**config.mk**
```make
export PLATFORM = sky130hd
export DESIGN_NAME = pud_decoder
export DESIGN_NICKNAME = d
export VERILOG_FILES = /design/src/rtl/pud_pkg.sv /design/src/rtl/pud_decoder.sv
export VERILOG_INCLUDE_DIRS = /design/src /design/src/rtl
export SDC_FILE = /design/constraint.sdc
export NUM_CORES = 1
export LEC_CHECK = 0
export ABC_AREA = 1
export BUFFER_PORTS_ARGS = -buffer_cell sky130_fd_sc_hd__buf_2
export CORE_UTILIZATION = 48
export DETAILED_ROUTE_END_ITERATION = 12
export PLACE_DENSITY = 0.74
export SYNTH_ARGS = -nofsm -noshare
export SYNTH_HDL_FRONTEND = slang
export SYNTH_SLANG_ARGS = --single-unit
```
**constraint.sdc**
```tcl
create_clock -name core_clk -period 18 [get_ports core_clk]
set_clock_uncertainty 0.15 [all_clocks]
set_input_delay 0.9 -clock core_clk [delete_from_list [all_inputs] [get_ports core_clk]]
set_output_delay 0.9 -clock core_clk [all_outputs]
set_load 0.01 [all_outputs]
```
**src/rtl/pud_defs.svh**
```systemverilog
// byte offsets, codes and reset values of the power-up settings command decoder
`ifndef PUD_DEFS_SVH
`define PUD_DEFS_SVH
// ======================================================================
// packet layout
`define PUD_PKT_LAST       6'h3F
`define PUD_IDX_CMD        6'h00
`define PUD_IDX_SUB        6'h01
`define PUD_IDX_ROLE0      6'h04
`define PUD_IDX_LEVEL      6'h0D
`define PUD_IDX_DIR        6'h0F
`define PUD_IDX_CHIP       6'h11
`define PUD_IDX_ACCESS     6'h12
`define PUD_IDX_PWD0       6'h13
`define PUD_IDX_PWD7       6'h1A
// ======================================================================
// byte 17 field positions
`define PUD_BIT_WAKE       4
`define PUD_BIT_INT_HI     3
`define PUD_BIT_INT_LO     1
`define PUD_BIT_HOLD       0
// ======================================================================
// command, status and access codes
`define PUD_CMD_NV_WRITE   8'h60
`define PUD_SUB_CHIP       8'h20
`define PUD_ST_OK          8'h00
`define PUD_ST_BLOCKED     8'hFB
`define PUD_ST_UNKNOWN     8'hF9
`define PUD_ACC_OPEN       8'h00
`define PUD_ACC_PWD        8'h40
`define PUD_ACC_LOCK       8'h80
// ======================================================================
// reset values of the stored settings
`define PUD_RST_LEVEL      8'h00
`define PUD_RST_DIR        8'hFF
`define PUD_RST_PWD        64'h0000_0000_0000_0000
`endif

```
**src/rtl/pud_pkg.sv**
```systemverilog
// types shared by the power-up settings command decoder
package pud_pkg;
    // ==================================================================
    // protection of the stored settings
    typedef enum logic [1:0] {
        PUD_ACC_OPEN_E = 2'b00,
        PUD_ACC_PWD_E  = 2'b01,
        PUD_ACC_LOCK_E = 2'b10
    } pud_access_e;
    // receive / answer sequencing
    typedef enum logic [0:0] {
        PUD_ST_RECV = 1'b0,
        PUD_ST_RESP = 1'b1
    } pud_state_e;
    // ==================================================================
    // stored power-up settings
    typedef struct packed {
        logic [8:0][1:0] pin_role;          // 0 gpio, 1 chip select, 2 dedicated
        logic [7:0]      default_level;     // bit n is pin n
        logic [7:0]      default_direction; // bit n is pin n
        logic            wake_enable;
        logic [2:0]      int_count_mode;
        logic            bus_hold;          // 1 keeps the spi bus between transfers
        pud_access_e     access_mode;
        logic [63:0]     password;          // character 0 in bits 7:0
    } pud_settings_s;
endpackage : pud_pkg

```
**src/rtl/pud_decoder.sv**
```systemverilog
// decoder of the 64-byte power-up chip settings write command and its answer
//
// Overview of operation
// every received packet gets exactly one answer
// byte 0 code selects nonvolatile write
// byte 1 sub-command selects chip settings layout
// host zeroes reserved bytes 2,3,27-63
// bytes 4-12 give roles of pins 0-8
// byte 13 default levels, byte 14 ignored
// byte 15 default directions, byte 16 ignored
// byte 17 bit 4 wake-up, 7-5 ignored
// byte 17 bits 3-1 interrupt counting mode
// byte 17 bit 0 keeps or releases bus
// byte 18 selects protection of settings
// bytes 19-26 carry new password characters
// all-zero new password means no change
// answer byte 0 echoes the command code
// blocked status on bad password or lock
// success answers 0x00 then sub-command echo
// blocked write changes no stored setting
`include "pud_defs.svh"

module pud_decoder (
    input  wire logic                  core_clk,
    input  wire logic                  rst,
    // command byte stream, 64 bytes a packet
    input  wire logic                  cmd_valid,
    input  wire logic [7:0]            cmd_byte,
    output logic                       cmd_ready,
    // password already supplied by the host
    input  wire logic                  pwd_unlocked,
    // answer byte stream, 64 bytes a packet
    output logic                       rsp_valid,
    output logic [7:0]                 rsp_byte,
    output logic                       rsp_last,
    input  wire logic                  rsp_ready,
    // stored settings and commit pulse
    output pud_pkg::pud_settings_s     stored,
    output logic                       settings_written
);
    import pud_pkg::*;

    // ==================================================================
    // state
    pud_state_e    state;               // receiving or answering
    pud_state_e    next_state;
    logic [5:0]    idx;                 // byte position in the packet
    logic [5:0]    next_idx;
    logic [7:0]    cmd_code;            // byte 0 as received
    logic [7:0]    next_cmd_code;
    logic [7:0]    sub_code;            // byte 1 as received
    logic [7:0]    next_sub_code;
    logic [7:0]    status;              // answer byte 1
    logic [7:0]    next_status;
    logic [7:0]    acc_code;            // byte 18 as received
    logic [7:0]    next_acc_code;
    pud_settings_s stage;               // settings gathered before commit
    pud_settings_s next_stage;
    pud_settings_s next_stored;
    logic [7:0]    next_rsp_byte;
    logic          next_written;
    logic          blocked;             // write refused
    logic          is_write;            // packet is the chip settings write

    // handshakes come straight from the state
    assign cmd_ready = (state == PUD_ST_RECV);
    assign rsp_valid = (state == PUD_ST_RESP);
    assign rsp_last  = (state == PUD_ST_RESP) && (idx == `PUD_PKT_LAST);

    // refused when locked, or protected without the right password
    assign blocked  = (stored.access_mode == PUD_ACC_LOCK_E) ||
                      ((stored.access_mode == PUD_ACC_PWD_E) && !pwd_unlocked);
    assign is_write = (cmd_code == `PUD_CMD_NV_WRITE) && (sub_code == `PUD_SUB_CHIP); // see

    // ==================================================================
    // next-value logic: capture bytes, commit, then stream the answer
    always_comb begin
        next_state    = state;
        next_idx      = idx;
        next_cmd_code = cmd_code;
        next_sub_code = sub_code;
        next_status   = status;
        next_acc_code = acc_code;
        next_stage    = stage;
        next_stored   = stored;
        next_rsp_byte = rsp_byte;
        next_written  = 1'b0;
        case (state)
            PUD_ST_RECV: begin
                if (cmd_valid) begin
                    // field capture by byte position; reserved bytes are dropped
                    if (idx == `PUD_IDX_CMD) begin
                        next_cmd_code = cmd_byte;
                    end else if (idx == `PUD_IDX_SUB) begin
                        next_sub_code = cmd_byte;
                    end else if (idx == `PUD_IDX_LEVEL) begin
                        next_stage.default_level = cmd_byte;
                    end else if (idx == `PUD_IDX_DIR) begin
                        next_stage.default_direction = cmd_byte;
                    end else if (idx == `PUD_IDX_CHIP) begin
                        // upper three bits are don't care
                        next_stage.wake_enable    = cmd_byte[`PUD_BIT_WAKE];
                        next_stage.int_count_mode = cmd_byte[`PUD_BIT_INT_HI:`PUD_BIT_INT_LO];
                        next_stage.bus_hold       = cmd_byte[`PUD_BIT_HOLD];
                    end else if (idx == `PUD_IDX_ACCESS) begin
                        next_acc_code = cmd_byte;
                    end
                    // one role byte per pin, low two bits kept
                    for (int i = 0; i < 9; i++) begin
                        if (idx == `PUD_IDX_ROLE0 + 6'(i)) begin
                            next_stage.pin_role[i] = cmd_byte[1:0];
                        end
                    end
                    // password characters in order, character 0 lowest
                    for (int j = 0; j < 8; j++) begin
                        if (idx == `PUD_IDX_PWD0 + 6'(j)) begin
                            next_stage.password[j*8 +: 8] = cmd_byte;
                        end
                    end
                    if (idx == `PUD_PKT_LAST) begin
                        // whole packet in: decide and answer, whatever it was
                        next_state    = PUD_ST_RESP;
                        next_idx      = 6'h00;
                        next_rsp_byte = cmd_code;
                        if (!is_write) begin
                            next_status = `PUD_ST_UNKNOWN;
                        end else if (blocked) begin
                            next_status = `PUD_ST_BLOCKED;               // see
                        end else begin
                            next_status  = `PUD_ST_OK;
                            next_written = 1'b1;
                            next_stored.pin_role          = stage.pin_role;
                            next_stored.default_level     = stage.default_level;
                            next_stored.default_direction = stage.default_direction;
                            next_stored.wake_enable       = stage.wake_enable;
                            next_stored.int_count_mode    = stage.int_count_mode;
                            next_stored.bus_hold          = stage.bus_hold;
                            // an unlisted access code leaves protection as it was
                            if (acc_code == `PUD_ACC_OPEN) begin
                                next_stored.access_mode = PUD_ACC_OPEN_E;
                            end else if (acc_code == `PUD_ACC_PWD) begin
                                next_stored.access_mode = PUD_ACC_PWD_E;
                            end else if (acc_code == `PUD_ACC_LOCK) begin
                                next_stored.access_mode = PUD_ACC_LOCK_E;
                            end
                            // all zero means keep the old password
                            if (stage.password != `PUD_RST_PWD) begin
                                next_stored.password = stage.password;
                            end
                        end
                    end else begin
                        next_idx = idx + 6'h01;
                    end
                end
            end
            PUD_ST_RESP: begin
                if (rsp_ready) begin
                    if (idx == `PUD_PKT_LAST) begin
                        // answer done, wait for the next packet
                        next_state = PUD_ST_RECV;
                        next_idx   = 6'h00;
                    end else begin
                        next_idx = idx + 6'h01;
                        // byte 1 status, byte 2 sub-command echo on success, rest zero
                        if (idx == `PUD_IDX_CMD) begin
                            next_rsp_byte = status;                      // see
                        end else if ((idx == `PUD_IDX_SUB) && (status == `PUD_ST_OK)) begin
                            next_rsp_byte = sub_code;
                        end else begin
                            next_rsp_byte = 8'h00;
                        end
                    end
                end
            end
            default: begin
                next_state = PUD_ST_RECV;
            end
        endcase
    end

    // ==================================================================
    // registers; settings restart from open defaults since no storage is modelled
    always_ff @(posedge core_clk or posedge rst) begin
        if (rst) begin
            state                    <= PUD_ST_RECV;
            idx                      <= 6'h00;
            cmd_code                 <= 8'h00;
            sub_code                 <= 8'h00;
            status                   <= 8'h00;
            acc_code                 <= 8'h00;
            stage                    <= '0;
            stored                   <= '0;
            stored.default_level     <= `PUD_RST_LEVEL;
            stored.default_direction <= `PUD_RST_DIR;
            stored.password          <= `PUD_RST_PWD;
            rsp_byte                 <= 8'h00;
            settings_written         <= 1'b0;
        end else begin
            state            <= next_state;
            idx              <= next_idx;
            cmd_code         <= next_cmd_code;
            sub_code         <= next_sub_code;
            status           <= next_status;
            acc_code         <= next_acc_code;
            stage            <= next_stage;
            stored           <= next_stored;
            rsp_byte         <= next_rsp_byte;
            settings_written <= next_written;
        end
    end
endmodule : pud_decoder

```
# Yosys cells after proc, flatten, opt, wreduce, memory -nomap -nowiden
# Cells that the tools add are included.
dict set report classes {
  order_cmp 0
  eq_ne 33
  n_addsub 1
  n_div 0
  shifts 0
  muxes 26
  bitwise_logic 7
  n_reduce_logical 40
  mul 0
}
# op n
set ops {}
lappend ops {{8-bit two-way mux} 8}
lappend ops {{64-bit nonzero test} 1}
lappend ops {{6-bit by 5-bit == test with 1-bit output (second input constant)} 10}
lappend ops {{3-bit AND reduction} 19}
lappend ops {{6-bit by 4-bit == test with 1-bit output (second input constant)} 7}
lappend ops {{6-bit by 3-bit == test with 1-bit output (second input constant)} 4}
lappend ops {{6-bit two-way mux} 3}
lappend ops {{6-bit AND reduction} 3}
lappend ops {{8-bit by 7-bit == test with 1-bit output (second input constant)} 2}
lappend ops {{8-bit zero test} 2}
lappend ops {{8-bit case mux with 2 select lines} 1}
lappend ops {{6-bit case mux with 2 select lines} 1}
lappend ops {{5-bit AND reduction} 2}
lappend ops {{1-bit two-way mux} 9}
lappend ops {{8-bit by 6-bit == test with 1-bit output (second input constant)} 1}
lappend ops {{8-bit == test (second input constant)} 1}
lappend ops {{4-bit AND reduction} 2}
lappend ops {{8-bit AND reduction} 1}
lappend ops {{1-bit inverter} 7}
lappend ops {{7-bit AND reduction} 1}
lappend ops {{6-bit by 1-bit adder with 6-bit output (second input constant)} 1}
lappend ops {{6-bit by 1-bit == test with 1-bit output (second input constant)} 1}
lappend ops {{6-bit == test (second input constant)} 1}
lappend ops {{6-bit zero test} 1}
lappend ops {{other kinds (11)} 18}
dict set report totals {
  regBits 256
  output_inout_bits 117
  n_memories 0
  latchBits 0
  rom_bits 0
  wordCells 153
  ram_bits 0
}

# Depth between registers and ports, before layout
# Gate-level depths: netlist (run 1).
dict set report depth {
  ltp_word 8
  ltp_mapped 12
  depth_no_buf 11
}

# Worst setup path before layout (run 1)
# Ideal clock, no wire load.
dict set report synth_path {
  path_kind {input-to-reg}
  start {input port pwd_unlocked}
  end {register stored[101] (netlist name)}
  path_buffers 2
  t_required_ns 17.785
  cell_stages 6
  arrival_time_ns 1.969
  setup_slack_ns 15.816
  cell_sequence {o21ai_0 nand3b_1 buf_2 buf_2 nand2_1 nand2_1}
}
dict set report synth_via {
  elab_chain_len 5
}
# item line_no
set synth_lines {}
lappend synth_lines {{start: declaration} pud_decoder.sv:31} ;# input wire logic pwd_unlocked,
lappend synth_lines {{1-bit zero test} pud_decoder.sv:72} ;# ((stored.access_mode == PUD_ACC_PWD_E) && !pwd_unlocked);
lappend synth_lines {{1-bit logical AND} pud_decoder.sv:72}
lappend synth_lines {{1-bit logical OR} pud_decoder.sv:71} ;# assign blocked = (stored.access_mode == PUD_ACC_LOCK_E) ||
lappend synth_lines {{1-bit inverter (no line)} n/a}
lappend synth_lines {{5-bit AND reduction (no line)} n/a}
lappend synth_lines {{end signal: assignment} pud_decoder.sv:206} ;# stored <= next_stored;
lappend synth_lines {{end: declaration} pud_decoder.sv:38} ;# output pud_pkg::pud_settings_s stored,
# No other way between the ends.
# A chain may end at the register's enable or synchronous reset.

# Final worst setup path (run 1)
dict set report layout_path {
  start {register idx[0]}
  end {register stored[12] (netlist name)}
}
dict set report layout_via {
  elab_chain_len 2
}
# item line_no
set layout_lines {}
lappend layout_lines {{start: declaration} pud_decoder.sv:47} ;# logic [5:0] idx;
lappend layout_lines {{start signal: assignment} pud_decoder.sv:200} ;# idx <= next_idx;
lappend layout_lines {{6-bit == test (no line)} n/a}
lappend layout_lines {{6-bit AND reduction (no line)} n/a}
# No other way between the ends.

==> results of run 1 <==
## power groups by stage
stage / logic (mW) / clock network [mW] / registers [mW]
floorplan: 0.215 / 0 / 0.773
global route: 0.331 / 0.589 / 0.808
global placement: 0.267 / 0 / 0.792
CTS: 0.282 / 0.564 / 0.789
detailed placement: 0.280 / 0 / 0.797
finish: 0.280 / 0.555 / 0.791
## routing by layer
layer | GRT usage, % | part of all wire, % | vias up
met3 | 3.49 | 6.0 | 39
met4 | 6.55 | 2.2 | 0
met1 | 31.7 | 44 | 3865
li1 | - | - | 3907
met2 | 36.3 | 47 | 240
met5 | 0 | 0 | -
## cells in the mapped netlist (all sizes together)
master  count
dfstp       8
nand3b      1
and2        1
buf        22
nand3      93
ha          4
nand2     462
xor2        2
o21ai     132
clkbuf     32
nor4        1
or2         2
nor2       92
dfrtp     242
o21a        1
nor3       10
nor3b       1
nand4       5
inv        44
a21oi       3
a31oi       1
## state kept, by name, indices dropped and copies added (netlist names)
register / flops
stored: 105
stage: 103
acc_code: 8
cmd_code: 8
rsp_byte: 8
sub_code: 8
idx: 6
status: 2
rsp_valid: 1
settings_written: 1
## worst max-delay path by stage
stage | startpoint | end | depth (start not counted)
finish | idx[0] | stored[12] | 12
global route | idx[0] | stored[18] | 12
CTS | idx[0] | stored[0] | 12
detailed placement | cmd_valid | stored[7] | 10
global placement | pwd_unlocked | stored[36] | 8
floorplan | rst | acc_code[0] | 1
## logic make-up (layout without fill, tap and decap cells)
| group | Yosys count | count (layout) | synth area share, % |
|---|---|---|---|
| and+or+nand+nor | 668 | 668 | 26.7 |
| DFF | 250 | 250 | 61.7 |
| AOI/OAI and AO/OA | 137 | 137 | 6.79 |
| buffers and inverters | 98 | 225 | 4.10 |
| adders and majority gates | 4 | 4 | 0.493 |
| xor gates and xnor gates | 2 | 2 | 0.173 |
## tightest hold or removal path: cells and delay by family (launching register included)
family / cells / cell delay [ps]
AND/OR/NAND/NOR: 2 / 90
flip-flops: 1 / 340
## final cells by class
cell class                 count  area share, %
inverter                      44           1.46
clock buffer                  33           6.32
timing repair buffer         135           5.83
multi-input combinational    811           29.3
clock inverter                13           1.26
tap                          270           2.85
sequential                   250           52.9
## placed cells by master (no fill, tap or decap), types with 2 or more instances in the layout
cell type and instances:
nand4_1 5, dfrtp_1 242, nor2_4 2, o21ai_1 2, nor3_1 8, nor3_2 2, a21oi_1 3, nand3_1 92
clkinvlp_4 2, inv_1 41, clkbuf_16 27, clkbuf_8 5, or2_2 2, bufinv_16 3, nor2_1 88, clkinv_2 7
xor2_1 2, nand2_2 6, buf_2 129, inv_2 2, ha_1 4, nor2_2 2, buf_4 6, dfstp_2 8
o21ai_0 130, nand2_1 456
## metrics by stage
stage / power [mW] / utilization, % / cells / instance area, um2
CTS: 1.63 / 57.8 / 1556 / 11800
detailed placement: 1.08 / 53.4 / 1510 / 10900
global route: 1.73 / 57.8 / 1556 / 11800
floorplan: 0.989 / - / 1159 / 10200
global placement: 1.06 / 53.4 / 1510 / 10900
finish: 1.63 / 57.8 / 1556 / 11800
==> results.toml, run 1 <==
[floorplan]
pin_count = 130
initial_core_util_pct = 49.5
core_area_mm2 = 0.0205
die_w_um = 147
die_h_um = 147
dieArea_mm2 = 0.0217
rows = 52

[global_route]
grt_use_total_pct = 22.5
grt_overflow = 0
antenna_found_initial = 0
grt_max_degree = 108
grt_pass1_wl_mm = 39.2
grt_pass1_vias = 7764

[setup_path]
cp.buffers_inverters = 3
r2r_end = "stored[12]"
ff2ff_setup_slack_ps = 14800
r2r_start = "idx[0]"
crit_slowest_cell = "buf_4"
r2r_cells = 12
path_cells = "ha_1 -> inv_1 -> nor2_2 -> nand2_2 -> nor2_4 -> nand3_2 -> nor2_4 -> buf_4 -> nand2_2 -> buf_4 -> nand2_1 -> nand2_1"
cp-start-kind = "register"
crit_family = "buffers and inverters"
cp.arrival_ps = 3450
worst_path_largest_cell_delay_ps = 710
end_kind = "register"
required_ps = 18260
critPathKind = "register to register"
cp_max_fo = 97

[cts]
cts_hold_buffers = 0
clk_latency_ps = 530
cts_buffers = 26
h-tree-depth = 1
tritoncts = "built"
cts_buffer_depth = 3
path_clk_slew_ps = 60
cts_resized = 0
clkSinkCount = 250
post-cts-setup-buffers = 0
root_buffer = "clkbuf_16"

[drt]
wl_per_cell_um = 15.1
postRouteAntennaNets = 0
dr.first_iter.drc_count = 516
firstDrtPassIters = 5
drc = 0
drt_wl_total_mm = 23.5
vias = 8051
via_per_inst = 5.17

[placed_design]
place.gp.congestion = 0.902
dpl.hpwl_mm = 15.1
pre_cts_ws_ps = 14790
port_buffers = 129

[min_path]
hold_end = "stored[57]"
hp-class = "register to register"
min_from = "stored[57]"
hold_path_depth = 2

[synthesis]
ys_seq_elements = 250
syn_area_mm2 = 0.0102
synthCells = 1159
ys_types = 31
synthTopCellsByArea = "dfrtp_1 60%, nand2_1 17%, o21ai_0 6.4%"
syn-num-nets = 1176
synth_top_area_cell = "dfrtp_1"
synth_top_area_share_pct = 59.6
syn_avg_cell_area_um2 = 8.76
yosysSeqAreaShare_pct = 61.7
ys.warnings.count = 0

[cells_and_area]
drive_above_1_share_pct = 16.0
area_growth_pct = 16.6
diodes = 0
multi_input_area_mm2 = 0.00347
seqCellArea_mm2 = 0.00627
nets = 1285
fillers = 1846

[sta]
final.period_utilization_pct = 17.8
setup_tns_ps = 0
drv_slew = 0
min_period_ps = 3200
max_slew_margin_pct = 32.1
tightest_slew_ps = 1020
fmaxAchievable_ghz = 0.313
hold_viol_final = 0
worst_hold_slack_ps = 314
setup_viol = 0
worst_slack_ps = 14800
rsz0062_at_grt = "no"

[pwr]
leakagePower_nw = 6.39
p_switching_mw = 0.495
p_comb_share_pct = 17.2
vdd_ir_drop_max_v = 0.0000756
power_frac_seq_pct = 48.7
power.share.clock_pct = 34.1
swShare_pct = 30.5
p_int_mw = 1.13
power.density_mw_per_mm2 = 137

[outcome]
outcome = "completed"

[run]
cap_viol_max_count = 0
Power figures use the tool's default switching activity.
==> run 2, diff against run 1 <==
==> constraint.sdc (replaced) <==
create_clock -name core_clk -period 3 [get_ports core_clk]
set_clock_uncertainty 0.15 [all_clocks]
set_input_delay 0.15 -clock core_clk [delete_from_list [all_inputs] [get_ports core_clk]]
set_output_delay 0.15 -clock core_clk [all_outputs]
set_load 0.01 [all_outputs]
==> run 2 against run 1 <==
Compared with the run above: worst hold slack got worse by 180 ps; combinational power increased to 6.1 times the previous value; cell area increased by 1.2%; critical path depth decreased by 2.
==> results.toml, run 2 (synthesized netlist as in run 1, its figures left out) <==
[cts]
post-cts-setup-buffers = 0
h-tree-depth = 1
cts_buffers = 26
clk_latency_ps = 520
clkSinkCount = 250
cts_resized = 0
root_buffer = "clkbuf_16"
tritoncts = "built"
cts_buffer_depth = 3
path_clk_slew_ps = 60

[sta]
tightest_slew_ps = 888
worst_slack_ps = 637
worst_hold_slack_ps = 130
rsz0062_at_grt = "no"
drv_slew = 0
min_period_ps = 2360
setup_viol = 0
hold_viol_final = 0
final.period_utilization_pct = 78.8
max_slew_margin_pct = 40.8
fmaxAchievable_ghz = 0.423

[cells_and_area]
drive_above_1_share_pct = 16.2
nets = 1300
diodes = 0
layout_commonest_cell = "nand2_1"
area_growth_pct = 18.0
top_regs = "stored: 105 flops, stage: 103 flops"
largest_reg_flops = 105
final_cell_mix = "456 x nand2_1, 242 x dfrtp_1, 130 x o21ai_0"
top_register = "stored"
design_area_mm2 = 0.0120

[global_route]
grt_max_degree = 168
grt_overflow = 0
grt_pass1_wl_mm = 39.6
antenna_found_initial = 0
grt_pass1_vias = 7727
grt_use_total_pct = 22.7

[drt]
postRouteAntennaNets = 0
via_per_inst = 5.10
vias = 8027
firstDrtPassIters = 5
drt_wl_total_mm = 23.9
drc = 0
wl_per_cell_um = 15.2
dr.first_iter.drc_count = 525

[setup_path]
path_cells = "ha_1 -> inv_1 -> nor2_2 -> nand2_2 -> nor2_4 -> nand3_2 -> nor2_4 -> buf_4 -> nand3_1 -> nand2_1"
cp.buffers_inverters = 2
ff2ff_setup_slack_ps = 640
cpMostUsedCell = "nor2_4"
cp.arrival_ps = 2660
worst_path_largest_cell_delay_ps = 480
cp_max_fo = 54
end_kind = "register"
cp-start-kind = "register"
crit_slowest_cell = "buf_4"
required_ps = 3300
critPathKind = "register to register"
crit_family = "simple AND/OR/NAND/NOR gates"

[pwr]
leakagePower_nw = 6.46
power.density_mw_per_mm2 = 816
power_mw = 9.78
vdd_ir_drop_max_v = 0.000465

[floorplan]
rows = 52
die_w_um = 147
die_h_um = 147
pin_count = 130
core_area_mm2 = 0.0205
dieArea_mm2 = 0.0217
initial_core_util_pct = 49.5

[placed_design]
pre_cts_ws_ps = 632
port_buffers = 129
dpl.hpwl_mm = 15.2
placed_area_mm2 = 0.0110
place.gp.congestion = 0.865

[run]
cap_viol_max_count = 0

[min_path]
hp-class = "input port to register"

[outcome]
outcome = "completed"
[run 2: changes by cell type in the layout (fill, tap and decap cells not counted), sizes merged]
cell,previous run,this run
clkinv,7,9
buf,135,139
bufinv,3,2
clkbuf,33,36
clkinvlp,2,1
inv,45,44
dlygate4sd3,0,11
[run 2: path summary, 6_finish.rpt]
path,cells past startpoint,to,startpoint
worst min-delay path,4,status[1],pwd_unlocked
worst max register to register,10,stored[11],idx[1]
worst min register to register,2,stored[12],stored[12]
min in group asynchronous,4,settings_written,rst
worst max-delay path,10,stored[11],idx[1]
max in group asynchronous,4,rsp_byte[2],rst
[run 2: report_power, final]
part	total, mW	switching [mW]	internal (mW)
combinational	1.71	1.08	0.632
sequential	4.78	0.627	4.15
clock	3.29	1.30	1.99
total	9.78	3.01	6.77
[run 2: worst min-delay path: stages]
cell and delay (ps):
buf_2 70, o21ai_0 290, nand3_1 190, nand2_1 50
[run 2: layout make-up]
| cell class | instances | area, um2 |
|---|---|---|
| multi-input combinational | 811 | 3470 |
| inverter | 44 | 169 |
| clock buffer | 36 | 779 |
| fill | 1844 | 8510 |
| timing repair buffer | 150 | 843 |
| tap | 270 | 338 |
| clock inverter | 12 | 116 |
| sequential | 250 | 6270 |
[run 2: timing repair]
item                                    in CTS  in global routing
hold buffers                                11                  0
endpoints found under the hold margin      261                  0
endpoints found under the setup margin       0                  0
[run 2: per-stage QoR]
step	utilization [%]	TNS, ps	instances
global placement	53.6	0	1514
CTS	58.5	0	1573
finish	58.5	0	1573
detailed placement	53.6	0	1514
global route	58.5	0	1573
floorplan	-	-140640	1159
[run 2: per-layer routing]
metal,vias to the layer above,track usage [%],part of all wire (%)
li1,3933,-,-
met1,3840,32.6,46
met2,219,36.1,47
met3,35,3.33,5.0
met4,0,6.44,2.1
met5,-,0,0
